[config.mk]
export PLATFORM = sky130hd
export DESIGN_NAME = pdsp_source_flat
export DESIGN_NICKNAME = d
export VERILOG_FILES = /design/src/pdsp_pkg.sv /design/src/pdsp_cc_if.sv /design/src/pdsp_timer.sv /design/src/pdsp_source.sv /design/src/flat_wrapper.sv
export SDC_FILE = /design/constraint.sdc
export NUM_CORES = 1
export LEC_CHECK = 0
export BUFFER_PORTS_ARGS = -buffer_cell sky130_fd_sc_hd__buf_2
export CAP_MARGIN = 20
export CORE_AREA = 2 2 82 84
export CTS_BUF_LIST = sky130_fd_sc_hd__clkbuf_16
export CTS_CLUSTER_SIZE = 10
export DETAILED_ROUTE_END_ITERATION = 10
export DIE_AREA = 0 0 84 86
export PLACE_DENSITY_LB_ADDON = 0.25
export SLEW_MARGIN = 10
export SYNTH_ARGS = -nofsm -noshare
export SYNTH_HDL_FRONTEND = slang
export SYNTH_SLANG_ARGS = --single-unit
[constraint.sdc]
create_clock -name CLK -period 5.9 [get_ports CLK]
set_input_delay 0.885 -clock CLK [delete_from_list [all_inputs] [get_ports CLK]]
set_output_delay 0.885 -clock CLK [all_outputs]
set_load 0.005 [all_outputs]
[src/pdsp_pkg.sv]
// Shared constants and types for the source port policy and its far end.
// Assumes one 100 MHz clock shared by both ends and a synchronous reset.
package pdsp_pkg;

  // ----------------------------------------------------------------------
  // Packet addressing and message codes
  // ----------------------------------------------------------------------
  typedef enum logic [1:0] {
    PDSP_SOP   = 2'h0,
    PDSP_SOP_P = 2'h1,
    PDSP_SOP_PP = 2'h2,
    PDSP_HRST  = 2'h3
  } pdsp_addr_e;

  typedef enum logic [3:0] {
    PDSP_MSG_NONE     = 4'h0,
    PDSP_MSG_SRC_CAP  = 4'h1,
    PDSP_MSG_GOODCRC  = 4'h2,
    PDSP_MSG_REQUEST  = 4'h3,
    PDSP_MSG_ACCEPT   = 4'h4,
    PDSP_MSG_REJECT   = 4'h5,
    PDSP_MSG_PS_RDY   = 4'h6,
    PDSP_MSG_SOFT_RST = 4'h7,
    PDSP_MSG_PR_SWAP  = 4'h8,
    PDSP_MSG_DR_SWAP  = 4'h9,
    PDSP_MSG_VC_SWAP  = 4'ha,
    PDSP_MSG_DISC_ID  = 4'hb,
    PDSP_MSG_MODE     = 4'hc
  } pdsp_msg_e;

  // ----------------------------------------------------------------------
  // Timing and counts
  // ----------------------------------------------------------------------
  localparam int PDSP_CLK_NS       = 10;
  localparam int PDSP_CAP_US       = 100;
  localparam int PDSP_RECV_US      = 1;
  localparam int PDSP_NORESP_US    = 500;
  localparam int PDSP_CAP_CYC      = (PDSP_CAP_US * 1000) / PDSP_CLK_NS;
  localparam int PDSP_RECV_CYC     = (PDSP_RECV_US * 1000) / PDSP_CLK_NS;
  localparam int PDSP_NORESP_CYC   = (PDSP_NORESP_US * 1000) / PDSP_CLK_NS;
  localparam int PDSP_HRST_RETRIES = 2;
  localparam int PDSP_TMR_W        = 24;
  localparam logic [7:0] PDSP_DEF_CUR = 8'h1e;  // 3A in 100 mA units

endpackage : pdsp_pkg

[src/pdsp_cc_if.sv]
// Shared CC wire carrying one SOP* message per valid cycle in each direction.
// Assumes both ends sit on the same clock; no clocking block is used.
`timescale 1ns/1ps
interface pdsp_cc_if;
  import pdsp_pkg::*;
  logic       src_valid;
  pdsp_addr_e src_addr;
  pdsp_msg_e  src_msg;
  logic [7:0] src_data;
  logic       snk_valid;
  pdsp_addr_e snk_addr;
  pdsp_msg_e  snk_msg;
  logic [7:0] snk_data;

  modport source (output src_valid, src_addr, src_msg, src_data,
                  input  snk_valid, snk_addr, snk_msg, snk_data);
  modport partner (input  src_valid, src_addr, src_msg, src_data,
                   output snk_valid, snk_addr, snk_msg, snk_data);
endinterface : pdsp_cc_if

[src/pdsp_timer.sv]
// Down counter used for every protocol timer of the source end.
// Assumes load and count share the clock; expiry is a one-cycle pulse.
`timescale 1ns/1ps
module pdsp_timer import pdsp_pkg::*; #(
  parameter int W = PDSP_TMR_W
) (
  input  wire logic         CLK,
  input  wire logic         RESET,
  input  wire logic         load,
  input  wire logic [W-1:0] value,
  input  wire logic         stop,
  output logic              expired
);
  logic [W-1:0] cnt;
  logic [W-1:0] next_cnt;
  logic         next_expired;
  always_comb begin
    next_cnt     = cnt;
    next_expired = 1'b0;
    if (load) begin
      next_cnt = value;
    end else if (stop) begin
      next_cnt = '0;
    end else if (cnt != '0) begin
      next_cnt = cnt - 1'b1;
      next_expired = (cnt == W'(1));
    end
  end

  always_ff @(posedge CLK) begin
    if (RESET) begin
      cnt     <= '0;
      expired <= 1'b0;
    end else begin
      cnt     <= next_cnt;
      expired <= next_expired;
    end
  end
endmodule : pdsp_timer

[src/pdsp_source.sv]
// Source port policy: attach roles, cable probing, contract, swaps, resets.
// Assumes the PHY below delivers whole messages on the CC interface and
// answers GoodCRC itself for the partner; timers are build-time values.
`timescale 1ns/1ps
// Functional notes
// - Far plug: non-VCONN end answers double-prime only
// - Far plug: double-prime only with single-prime support
// - Far plug ignores plain SOP traffic
// - Port traffic beats plug traffic, no reset
// - Pre-contract plug query only when VCONN supplier
// - Sink discards single-prime before contract
// - Only VCONN supplier talks to plug
// - Mode packets need DFP and VCONN
// - Pull-up end is Source, DFP, VCONN
// - Probe cable first; no reply means 3A
// - Resend capabilities at fixed interval; after a hard reset the code sends them once and waits NORESP_CYC
// - PD capable on GoodCRC or hard reset
// - Request gets Accept, then PS_RDY, contract
// - Ready state resends capabilities on change
// - Power swap gives Sink with implicit contract; the code clears CONTRACT instead
// - Data swap keeps power and VCONN roles
// - VCONN swap drives both before release
// - SOP traffic ends cable exchange at once
// - No GoodCRC: soft reset, then hard reset
// - Error during transition forces hard reset
// - Soft reset keeps contract, roles, modes
// - Hard reset restores DFP, VCONN, exits modes
// - Silent partner: limited hard resets, then recovery
module pdsp_source import pdsp_pkg::*; #(
  parameter int CAP_CYC   = PDSP_CAP_CYC,
  parameter int RECV_CYC  = PDSP_RECV_CYC,
  parameter int NORESP_CYC = PDSP_NORESP_CYC,
  parameter int HRST_MAX  = PDSP_HRST_RETRIES
) (
  input  wire logic   CLK,
  input  wire logic   RESET,
  input  wire logic   ATTACH,
  input  wire logic   CAPS_CHANGED,
  input  wire logic   SUPPLY_READY,
  input  wire logic   SUPPLY_FAULT,
  input  wire logic   REQ_PR_SWAP,
  input  wire logic   REQ_DR_SWAP,
  input  wire logic   REQ_VC_SWAP,
  input  wire logic   REQ_MODE,
  input  wire logic   VCONN_PEER_ON,
  pdsp_cc_if.source   cc,
  output logic        IS_SOURCE,
  output logic        IS_DFP,
  output logic        VCONN_ON,
  output logic        CONTRACT,
  output logic        IN_MODE,
  output logic        ERROR_RECOVERY,
  output logic [7:0]  CABLE_CUR
);
  typedef enum logic [10:0] {
    S_IDLE    = 11'h001,
    S_PROBE   = 11'h002,
    S_CAPS    = 11'h004,
    S_NEGO    = 11'h008,
    S_TRANS   = 11'h010,
    S_READY   = 11'h020,
    S_WAITACK = 11'h040,
    S_SOFT    = 11'h080,
    S_HARD    = 11'h100,
    S_VCSWAP  = 11'h200,
    S_ERR     = 11'h400
  } pdsp_st_e;

  pdsp_st_e   st, next_st;
  logic       next_is_source, next_is_dfp, next_vconn, next_contract;
  logic       next_in_mode, next_err, pd_cap, next_pd_cap;
  logic [7:0] next_cable;
  logic [1:0] hcnt, next_hcnt;
  logic       tx_v, next_tx_v;
  pdsp_addr_e tx_a, next_tx_a;
  pdsp_msg_e  tx_m, next_tx_m;
  logic [7:0] tx_d, next_tx_d;
  logic       t_load, t_exp, t_stop;
  logic [PDSP_TMR_W-1:0] t_val;
  logic       rx_sop, rx_hrst, rx_ack, plug_busy;
  assign cc.src_valid = tx_v;
  assign cc.src_addr  = tx_a;
  assign cc.src_msg   = tx_m;
  assign cc.src_data  = tx_d;
  // Plug replies are only recognised while this end supplies VCONN
  assign rx_sop  = cc.snk_valid && cc.snk_addr == PDSP_SOP;
  assign rx_hrst = cc.snk_valid && cc.snk_addr == PDSP_HRST;
  assign rx_ack  = rx_sop && cc.snk_msg == PDSP_MSG_GOODCRC;
  assign plug_busy = st == S_PROBE;
  pdsp_timer u_tmr (
    .CLK     (CLK),
    .RESET   (RESET),
    .load    (t_load),
    .value   (t_val),
    .stop    (t_stop),
    .expired (t_exp)
  );
  // ----------------------------------------------------------------------
  // Policy engine
  // ----------------------------------------------------------------------
  always_comb begin
    next_st = st;
    next_is_source = IS_SOURCE;
    next_is_dfp = IS_DFP;
    next_vconn = VCONN_ON;
    next_contract = CONTRACT;
    next_in_mode = IN_MODE;
    next_err = ERROR_RECOVERY;
    next_cable = CABLE_CUR;
    next_pd_cap = pd_cap;
    next_hcnt = hcnt;
    next_tx_v = 1'b0;
    next_tx_a = PDSP_SOP;
    next_tx_m = PDSP_MSG_NONE;
    next_tx_d = 8'h00;
    t_load = 1'b0;
    t_stop = 1'b0;
    t_val = '0;
    if (!ATTACH) begin
      next_st = S_IDLE;
      next_contract = 1'b0;
      next_pd_cap = 1'b0;
      next_in_mode = 1'b0;
      t_stop = 1'b1;
    end else if (rx_hrst && st != S_ERR) begin
      next_pd_cap = 1'b1;
      next_st = S_CAPS;
      next_contract = 1'b0;
      next_in_mode = 1'b0;
      next_is_dfp = next_is_source;
      next_vconn = 1'b1;
      t_load = 1'b1;
      t_val = PDSP_TMR_W'(1);
    end else if (rx_sop && cc.snk_msg == PDSP_MSG_REQUEST &&
                 st inside {S_CAPS, S_NEGO, S_WAITACK}) begin
      // The far end answers an offer with its Request, which implies the GoodCRC
      next_pd_cap = 1'b1;
      next_tx_v = 1'b1;
      next_tx_m = (cc.snk_data <= CABLE_CUR) ? PDSP_MSG_ACCEPT : PDSP_MSG_REJECT;
      next_st = (cc.snk_data <= CABLE_CUR) ? S_TRANS : S_NEGO;
      next_hcnt = '0;
      t_load = 1'b1;
      t_val = PDSP_TMR_W'(NORESP_CYC);
    end else begin
      unique case (st)
        S_IDLE: begin
          // Pull-up end comes up Source, DFP and VCONN supplier
          next_is_source = 1'b1;
          next_is_dfp = 1'b1;
          next_vconn = 1'b1;
          next_cable = PDSP_DEF_CUR;
          next_hcnt = '0;
          next_err = 1'b0;
          next_tx_v = 1'b1;
          next_tx_a = PDSP_SOP_P;
          next_tx_m = PDSP_MSG_DISC_ID;
          next_st = S_PROBE;
          t_load = 1'b1;
          t_val = PDSP_TMR_W'(RECV_CYC);
        end
        S_PROBE: begin
          if (cc.snk_valid && cc.snk_addr == PDSP_SOP_P && VCONN_ON) begin
            next_cable = cc.snk_data;
            next_st = S_CAPS;
            t_load = 1'b1;
            t_val = PDSP_TMR_W'(1);
          end else if (rx_sop || t_exp) begin
            // Dropped plug exchange is abandoned, never reset
            next_st = S_CAPS;
            t_load = 1'b1;
            t_val = PDSP_TMR_W'(1);
          end
        end
        S_CAPS: begin
          if (rx_ack) begin
            next_pd_cap = 1'b1;
            next_st = S_NEGO;
            t_load = 1'b1;
            t_val = PDSP_TMR_W'(NORESP_CYC);
          end else if (t_exp) begin
            next_tx_v = 1'b1;
            next_tx_m = PDSP_MSG_SRC_CAP;
            next_tx_d = CABLE_CUR;
            t_load = 1'b1;
            next_st = (hcnt != '0) ? S_NEGO : S_CAPS;
            t_val = (hcnt != '0) ? PDSP_TMR_W'(NORESP_CYC) : PDSP_TMR_W'(CAP_CYC);
          end
        end
        S_NEGO: begin
          if (t_exp) begin
            next_st = S_HARD;
          end
        end
        S_TRANS: begin
          if (SUPPLY_FAULT) begin
            next_st = S_HARD;
          end else if (SUPPLY_READY) begin
            next_tx_v = 1'b1;
            next_tx_m = PDSP_MSG_PS_RDY;
            next_contract = 1'b1;
            next_st = S_READY;
          end
        end
        S_READY: begin
          if (rx_sop && cc.snk_msg == PDSP_MSG_SOFT_RST) begin
            next_st = S_NEGO;
            t_stop = 1'b1;
          end else if (CAPS_CHANGED) begin
            next_tx_v = 1'b1;
            next_tx_m = PDSP_MSG_SRC_CAP;
            next_tx_d = CABLE_CUR;
            next_st = S_WAITACK;
            t_load = 1'b1;
            t_val = PDSP_TMR_W'(RECV_CYC);
          end else if (REQ_PR_SWAP) begin
            next_tx_v = 1'b1;
            next_tx_m = PDSP_MSG_PR_SWAP;
            next_is_source = 1'b0;
            next_contract = 1'b0;
          end else if (REQ_DR_SWAP) begin
            next_tx_v = 1'b1;
            next_tx_m = PDSP_MSG_DR_SWAP;
            next_is_dfp = !IS_DFP;
          end else if (REQ_VC_SWAP) begin
            next_tx_v = 1'b1;
            next_tx_m = PDSP_MSG_VC_SWAP;
            next_vconn = 1'b1;
            next_st = S_VCSWAP;
          end else if (REQ_MODE && IS_DFP && VCONN_ON && !plug_busy) begin
            next_tx_v = 1'b1;
            next_tx_a = PDSP_SOP_P;
            next_tx_m = PDSP_MSG_MODE;
            next_in_mode = !IN_MODE;
          end
        end
        S_VCSWAP: begin
          // Release only once the peer drives VCONN
          if (VCONN_PEER_ON) begin
            next_vconn = !VCONN_ON;
            next_st = S_READY;
          end
        end
        S_WAITACK: begin
          if (rx_ack) begin
            next_st = S_READY;
            t_stop = 1'b1;
          end else if (t_exp) begin
            next_tx_v = 1'b1;
            next_tx_m = PDSP_MSG_SOFT_RST;
            next_st = S_SOFT;
            t_load = 1'b1;
            t_val = PDSP_TMR_W'(RECV_CYC);
          end
        end
        S_SOFT: begin
          if (rx_ack) begin
            next_st = S_NEGO;
            t_load = 1'b1;
            t_val = PDSP_TMR_W'(NORESP_CYC);
          end else if (t_exp) begin
            next_st = S_HARD;
          end
        end
        S_HARD: begin
          if (hcnt == 2'(HRST_MAX + 1)) begin
            next_st = S_ERR;
            next_err = 1'b1;
          end else begin
            next_tx_v = 1'b1;
            next_tx_a = PDSP_HRST;
            next_hcnt = hcnt + 2'h1;
            next_contract = 1'b0;
            next_in_mode = 1'b0;
            next_is_dfp = IS_SOURCE;
            next_vconn = 1'b1;
            next_st = S_CAPS;
            t_load = 1'b1;
            t_val = PDSP_TMR_W'(1);
          end
        end
        S_ERR: begin
          next_vconn = 1'b0;
        end
      endcase
    end
  end

  always_ff @(posedge CLK) begin
    if (RESET) begin
      st <= S_IDLE;
      IS_SOURCE <= 1'b1;
      IS_DFP <= 1'b1;
      VCONN_ON <= 1'b0;
      CONTRACT <= 1'b0;
      IN_MODE <= 1'b0;
      ERROR_RECOVERY <= 1'b0;
      CABLE_CUR <= PDSP_DEF_CUR;
      pd_cap <= 1'b0;
      hcnt <= '0;
      tx_v <= 1'b0;
      tx_a <= PDSP_SOP;
      tx_m <= PDSP_MSG_NONE;
      tx_d <= 8'h00;
    end else begin
      st <= next_st;
      IS_SOURCE <= next_is_source;
      IS_DFP <= next_is_dfp;
      VCONN_ON <= next_vconn;
      CONTRACT <= next_contract;
      IN_MODE <= next_in_mode;
      ERROR_RECOVERY <= next_err;
      CABLE_CUR <= next_cable;
      pd_cap <= next_pd_cap;
      hcnt <= next_hcnt;
      tx_v <= next_tx_v;
      tx_a <= next_tx_a;
      tx_m <= next_tx_m;
      tx_d <= next_tx_d;
    end
  end
endmodule : pdsp_source

[src/flat_wrapper.sv]
// flat-port wrapper written by rule: the top's interface ports become plain ports
module pdsp_source_flat import pdsp_pkg::*;
#(
  parameter int CAP_CYC   = PDSP_CAP_CYC,
  parameter int RECV_CYC  = PDSP_RECV_CYC,
  parameter int NORESP_CYC = PDSP_NORESP_CYC,
  parameter int HRST_MAX  = PDSP_HRST_RETRIES
)
  (CLK, RESET, ATTACH, CAPS_CHANGED, SUPPLY_READY, SUPPLY_FAULT, REQ_PR_SWAP, REQ_DR_SWAP, REQ_VC_SWAP, REQ_MODE, VCONN_PEER_ON, IS_SOURCE, IS_DFP, VCONN_ON, CONTRACT, IN_MODE, ERROR_RECOVERY, CABLE_CUR, cc_src_valid, cc_src_addr, cc_src_msg, cc_src_data, cc_snk_valid, cc_snk_addr, cc_snk_msg, cc_snk_data);
  pdsp_cc_if cc_i ();
  input  wire logic CLK;
  input  wire logic RESET;
  input  wire logic ATTACH;
  input  wire logic CAPS_CHANGED;
  input  wire logic SUPPLY_READY;
  input  wire logic SUPPLY_FAULT;
  input  wire logic REQ_PR_SWAP;
  input  wire logic REQ_DR_SWAP;
  input  wire logic REQ_VC_SWAP;
  input  wire logic REQ_MODE;
  input  wire logic VCONN_PEER_ON;
  output logic IS_SOURCE;
  output logic IS_DFP;
  output logic VCONN_ON;
  output logic CONTRACT;
  output logic IN_MODE;
  output logic ERROR_RECOVERY;
  output logic [7:0] CABLE_CUR;
  output wire logic [$bits(cc_i.src_valid)-1:0] cc_src_valid;
  output wire logic [$bits(cc_i.src_addr)-1:0] cc_src_addr;
  output wire logic [$bits(cc_i.src_msg)-1:0] cc_src_msg;
  output wire logic [$bits(cc_i.src_data)-1:0] cc_src_data;
  input wire logic [$bits(cc_i.snk_valid)-1:0] cc_snk_valid;
  input wire logic [$bits(cc_i.snk_addr)-1:0] cc_snk_addr;
  input wire logic [$bits(cc_i.snk_msg)-1:0] cc_snk_msg;
  input wire logic [$bits(cc_i.snk_data)-1:0] cc_snk_data;
  assign cc_src_valid = cc_i.src_valid;
  assign cc_src_addr = cc_i.src_addr;
  assign cc_src_msg = cc_i.src_msg;
  assign cc_src_data = cc_i.src_data;
  assign cc_i.snk_valid = cc_snk_valid;
  assign cc_i.snk_addr = cc_snk_addr;
  assign cc_i.snk_msg = cc_snk_msg;
  assign cc_i.snk_data = cc_snk_data;
  pdsp_source #(.CAP_CYC(CAP_CYC), .RECV_CYC(RECV_CYC), .NORESP_CYC(NORESP_CYC), .HRST_MAX(HRST_MAX)) u_core (.CLK(CLK), .RESET(RESET), .ATTACH(ATTACH), .CAPS_CHANGED(CAPS_CHANGED), .SUPPLY_READY(SUPPLY_READY), .SUPPLY_FAULT(SUPPLY_FAULT), .REQ_PR_SWAP(REQ_PR_SWAP), .REQ_DR_SWAP(REQ_DR_SWAP), .REQ_VC_SWAP(REQ_VC_SWAP), .REQ_MODE(REQ_MODE), .VCONN_PEER_ON(VCONN_PEER_ON), .cc(cc_i), .IS_SOURCE(IS_SOURCE), .IS_DFP(IS_DFP), .VCONN_ON(VCONN_ON), .CONTRACT(CONTRACT), .IN_MODE(IN_MODE), .ERROR_RECOVERY(ERROR_RECOVERY), .CABLE_CUR(CABLE_CUR));
endmodule
[Word level (Yosys, flattened, before mapping)]
Cells that the tools add are included.
Word-level totals
  output and inout bits: 29
  bits in registers: 67
Operators by class
  muxes and demuxes: 136
  magnitude comparators: 1
  add/sub/neg operators: 2
  eq/ne operators: 57
  bitwise logic cells: 4
  reduce and logical (&&, ||, !) cells: 47
Operator list (number)
  $mux 24: 11
  $mux 11: 18
  $pmux 24 s7: 1
  $pmux 11 s10: 1
  $mux 1: 59
  $mux 4: 11
  $mux 8: 5
  $mux 16: 2
  $pmux 8 s2: 2
  $ne 3x2->1 const B: 10
  $ne 5x3->1 const B: 6
  $reduce_and 9->1: 3
  $eq 24x1->1 const B: 1
  $reduce_bool 24->1: 1
  $sub 24x1->24 const B: 1
  $ne 2x2->1 const B: 10
  $pmux 4 s5: 1
  $ne 6x3->1 const B: 3
  $mux 2: 8
  $reduce_and 8->1: 2
  $mux 7: 2
  $logic_and 1x1->1: 12
  $ne 4x3->1 const B: 3
  $reduce_bool 12->1: 1
  other kinds (46): 73

[Logic depth before layout (Yosys ltp)]
  depth after elaboration: 11
  gate-level depth with buffers: 11

[By module]
Synthesis repeated with hierarchy kept, for this count alone.
Second synthesis, totals
  cells, all modules: 562
  area total of the unflattened synthesis: 4375.4 um^2
By module, submodules not included
  pdsp_source: instances 1, area each 2829.0 um^2, cells each 354, sequential area each 840.8 um^2
  pdsp_timer: instances 1, area each 1546.5 um^2, cells each 208, sequential area each 500.5 um^2

[Worst setup path before layout]
Ideal clock, no wire load.
  path type: register -> register
  from: register u_core.st[5]
  to: register u_core.u_tmr.cnt[10]
  required time: 5.781 ns
  stages on the path, launching flop included: 12
  setup slack: 3.222 ns
  library setup time: 0.119 ns
  arrival time: 2.558 ns
  path through: dfxtp_1 buf_2 or4_1 buf_2 o41ai_4 and2_1 buf_4 nand4_2 nor3_4 a21o_1 buf_2 a21oi_1
Between the ends
  word-level cells in the longest chain between the ends: 8
  elaborated cells between the ends (all ways): 27
Ends and longest elaborated chain
  start: declaration: line pdsp_source.sv:69  | pdsp_st_e st, next_st;
  start signal: assignment: line pdsp_source.sv:305  | st <= next_st;
  $eq 11x3->1, or another cell as far along: line pdsp_source.sv:135, pdsp_source.sv:145
  $reduce_bool 3->1: line pdsp_source.sv:135  | st inside {S_CAPS, S_NEGO, S_WAITACK}) begin
  $logic_and 1x1->1: line pdsp_source.sv:135
  $mux 1: line pdsp_source.sv:134  | end else if (rx_sop && cc.snk_msg == PDSP_MSG_REQUEST &&
  $mux 1: line pdsp_source.sv:125  | end else if (rx_hrst && st != S_ERR) begin
  $mux 1: line pdsp_source.sv:119  | if (!ATTACH) begin
  $mux 24: line pdsp_timer.sv:22  | end else if (stop) begin
  $mux 24: line pdsp_timer.sv:20  | if (load) begin
  end signal: assignment: line pdsp_timer.sv:35  | cnt <= next_cnt;
  end: declaration: line pdsp_timer.sv:14  | logic [W-1:0] cnt;
Parallel ways exist; a longest one is shown, timed or not.
A chain may end at the register's enable or synchronous reset.

[Worst setup path in the final report]
  from: register u_core.st[4]
  to: register u_core.u_tmr.cnt[1]
The elaborated chain is that of the path after synthesis.

==> results.txt <==
Leak pwr - 1.84 nW
Part of the power in registers - 0.375
ANT nets after route - 0
Post-CTS Setup Bufs - 0
Final hold vios - 0
Buf+Inv Stages, Crit Path - 0
CP required - 6.15 ns
N_diodes - 0
Synth Warn # - 0
Clk slew on worst S/H paths - 0.06 ns
Crit path max-delay cell type - or4_1
Fmax - 294 MHz
Failing checks - DRC
Worst setup EP type - flip-flop
Setup-failing EPs final - 0
DRT iter0 DRCs - 548
CTS Root Cell - clkbuf_16
Total Nets Final - 573
RePlAce Congestion - 0.969
RSZ-0062 raised after global routing - no
Total CTS buffers - 9
Placement row count - 29
P per Cell Area - 296 mW/mm^2
Slew Viols, Final - 0
DRC - 2
TNS Setup - 0 ns
Die width - 84 um
Total congestion overflow - 0
Starting density of the core - 0.616
Later-pin clock latency in the skew report - 0.33 ns
CP Launch Type - flip-flop
HP Class - reg -> reg
Boundary Pins - 55
Asr flop ratio synth - 0
Area Overhead vs Synth - 14.3%
Cell-internal power - 0.910 mW
Max Clock Skew - 0.00720 ns
WL per Instance - 17.8 um
Yosys cell types - 59
Most used DFF post-synth - dfxtp_1
Port Buffer Count - 54
Net Sw Frac - 0.305
CTS tree - yes
Initial antenna violation count - 0
Comb power frac - 0.231
DIE AREA - 0.00722 mm^2
Tmin final - 3.40 ns
Via count - 3,958
Syn Area/Cell - 7.86 um^2
Hold_buf cts - 0
Critical path arrival - 3.65 ns
Vias in the first global route - 3,663
Maximum vdd drop - 254 uV
Vias/cell - 6.41
Syn Nets - 530
Clock power share - 0.394
Cts repair resizes - 0
CTS Buffer Depth - 2
Gate Count Post-Synth - 492
Cell family with most CP delay - simple AND/OR/NAND/NOR gates
Period Utilization, post-route - 0.577
Clk sinks - 67
H-tree depth - 3
Crit path max fanout - 14
Die height - 86 um
EDFF count, synth - 0
DRT Pass-1 Iters - 8
Post-Route Hold Slack - 0.465 ns
Crit path largest cell delay - 0.72 ns
MaxCap Viol Count - 0
Mapped Area - 0.00387 mm^2
Final core occ - 0.704
Core ar. - 0.00628 mm^2
Total Wirelength - 11,000 um
Register area share after synthesis - 0.347
Crit path cell chain - or4_1, o41ai_4, and2_1, nand4_2, nor3_4, nand2b_2, a211oi_1
Slew HR - 0.326
Worst-Margin Slew - 1.01 ns
Filler cells - 497
Post-DP HPWL - 7820 um
Status - complete, but fails checks
Layout cells sized above 1 - 0.141
Largest net degree at the start of global routing - 19
Critical path class - reg -> reg
Switching power - 0.400 mW
First-pass GRT wire length - 17,700 um
Register bit total from synthesis - 67
GRT Util Overall - 0.308
-- cells by family after synthesis --
group / count (synthesis) / share of synthesized area
and+or+nand+nor: 231 / 0.312
adders and majority gates: 12 / 0.0388
buffers and inverters: 47 / 0.0508
xor gates and xnor gates: 25 / 0.0566
AOI/OAI and AO/OA: 110 / 0.195
DFF: 67 / 0.347
-- metrics by stage --
stage          cells  cell area [um^2]  power [mW]  setup WS (ns)
6_report         617              4420        1.31           2.50
5_1_grt          617              4420        1.36           2.24
4_1_cts          617              4420        1.30           2.51
3_5_place_dp     601              4140       0.789           2.52
3_3_place_gp     601              4140       0.786           2.63
2_1_floorplan    492              3870       0.728           3.22
-- synthesized netlist by cell type, types with 4 or more instances --
| library cell | count | area (um^2) |
|---|---|---|
| inv_1 | 24 | 90.1 |
| nand3b_1 | 5 | 37.5 |
| o21ai_0 | 14 | 70.1 |
| dfxtp_1 | 67 | 1340 |
| and4_1 | 4 | 35.0 |
| ha_1 | 12 | 150 |
| o21bai_1 | 6 | 45.0 |
| nor2b_1 | 6 | 37.5 |
| o31ai_1 | 5 | 37.5 |
| nand4_1 | 12 | 75.1 |
| a21o_1 | 7 | 52.6 |
| a21oi_1 | 32 | 160 |
| nand2_1 | 48 | 180 |
| buf_2 | 4 | 20.0 |
| or3_1 | 6 | 37.5 |
| nor4_1 | 13 | 81.3 |
| clkbuf_1 | 14 | 52.6 |
| nor2_1 | 54 | 203 |
| nor3_1 | 26 | 130 |
| o21a_1 | 8 | 60.1 |
| or4_1 | 8 | 60.1 |
| nand2b_1 | 5 | 31.3 |
| nand3_1 | 20 | 100 |
| o211ai_1 | 4 | 30.0 |
| xnor2_1 | 14 | 123 |
| and2_1 | 8 | 50.1 |
| a31oi_1 | 5 | 31.3 |
| xor2_1 | 11 | 96.3 |
| and3_1 | 4 | 25.0 |
-- final cells by class --
cell class	instances	area (um^2)	share of cell area
flip-flops and latches	67	1340	0.303
clock inverters	7	60.1	0.0136
multi-input cells	378	2330	0.527
clock buffers	9	225	0.0509
inverters	24	90.1	0.0204
well taps	77	96.3	0.0218
repair buffers	55	278	0.0628
-- final timing paths --
path / start / end / slack, ns / cells past startpoint
setup / recovery: u_core.st[4] / u_core.u_tmr.cnt[1] / 2.50 / 7
hold / removal: u_core.CABLE_CUR[6] / u_core.CABLE_CUR[6] / 0.47 / 2
setup reg to reg: u_core.st[4] / u_core.u_tmr.cnt[1] / 2.50 / 7
hold reg to reg: u_core.CABLE_CUR[6] / u_core.CABLE_CUR[6] / 0.47 / 2
-- power groups by stage --
| stage | clock network (mW) | registers (mW) | logic, mW |
|---|---|---|---|
| 3_3_place_gp | 0 | 0.499 | 0.287 |
| 6_report | 0.516 | 0.491 | 0.302 |
| 3_5_place_dp | 0 | 0.500 | 0.289 |
| 5_1_grt | 0.537 | 0.493 | 0.332 |
| 2_1_floorplan | 0 | 0.493 | 0.236 |
| 4_1_cts | 0.517 | 0.490 | 0.295 |
-- cells in the final DEF, fill, tap and decap left out, types with 13 or more instances in the layout --
cell type / netlist / routed
dfxtp_1: 67 / 67
nor2_1: 54 / 54
buf_2: 4 / 54
nand2_1: 48 / 48
a21oi_1: 32 / 32
nor3_1: 26 / 26
inv_1: 24 / 25
nand3_1: 20 / 20
xnor2_1: 14 / 14
o21ai_0: 14 / 14
nor4_1: 13 / 13
-- routing by layer --
layer / wire [um] / track usage / vias up
met4: 264 / 0.109 / 0
met3: 1070 / 0.0837 / 29
met2: 5020 / 0.493 / 210
met1: 4610 / 0.404 / 1848
li1: - / - / 1871
met5: 0 / 0 / -
-- state kept, by name, indices dropped and copies added, names as in the netlist --
register               cells
u_core.CABLE_CUR           8
u_core.CONTRACT            1
u_core.ERROR_RECOVERY      1
u_core.IN_MODE             1
u_core.IS_DFP              1
u_core.IS_SOURCE           1
u_core.VCONN_ON            1
u_core.cc.src_addr         2
u_core.cc.src_data         8
u_core.cc.src_msg          4
u_core.cc.src_valid        1
u_core.hcnt                2
u_core.st                 11
u_core.u_tmr.cnt          24
u_core.u_tmr.expired       1
-- worst reg2reg max path, stage by stage, from the launching register on --
cell      delay (ns)
dfxtp_1         0.42
or4_1           0.72
o41ai_4         0.61
and2_1          0.33
nand4_2         0.15
nor3_4          0.49
nand2b_2        0.30
a211oi_1        0.29
Note: power is estimated with default switching activity, not from simulation.
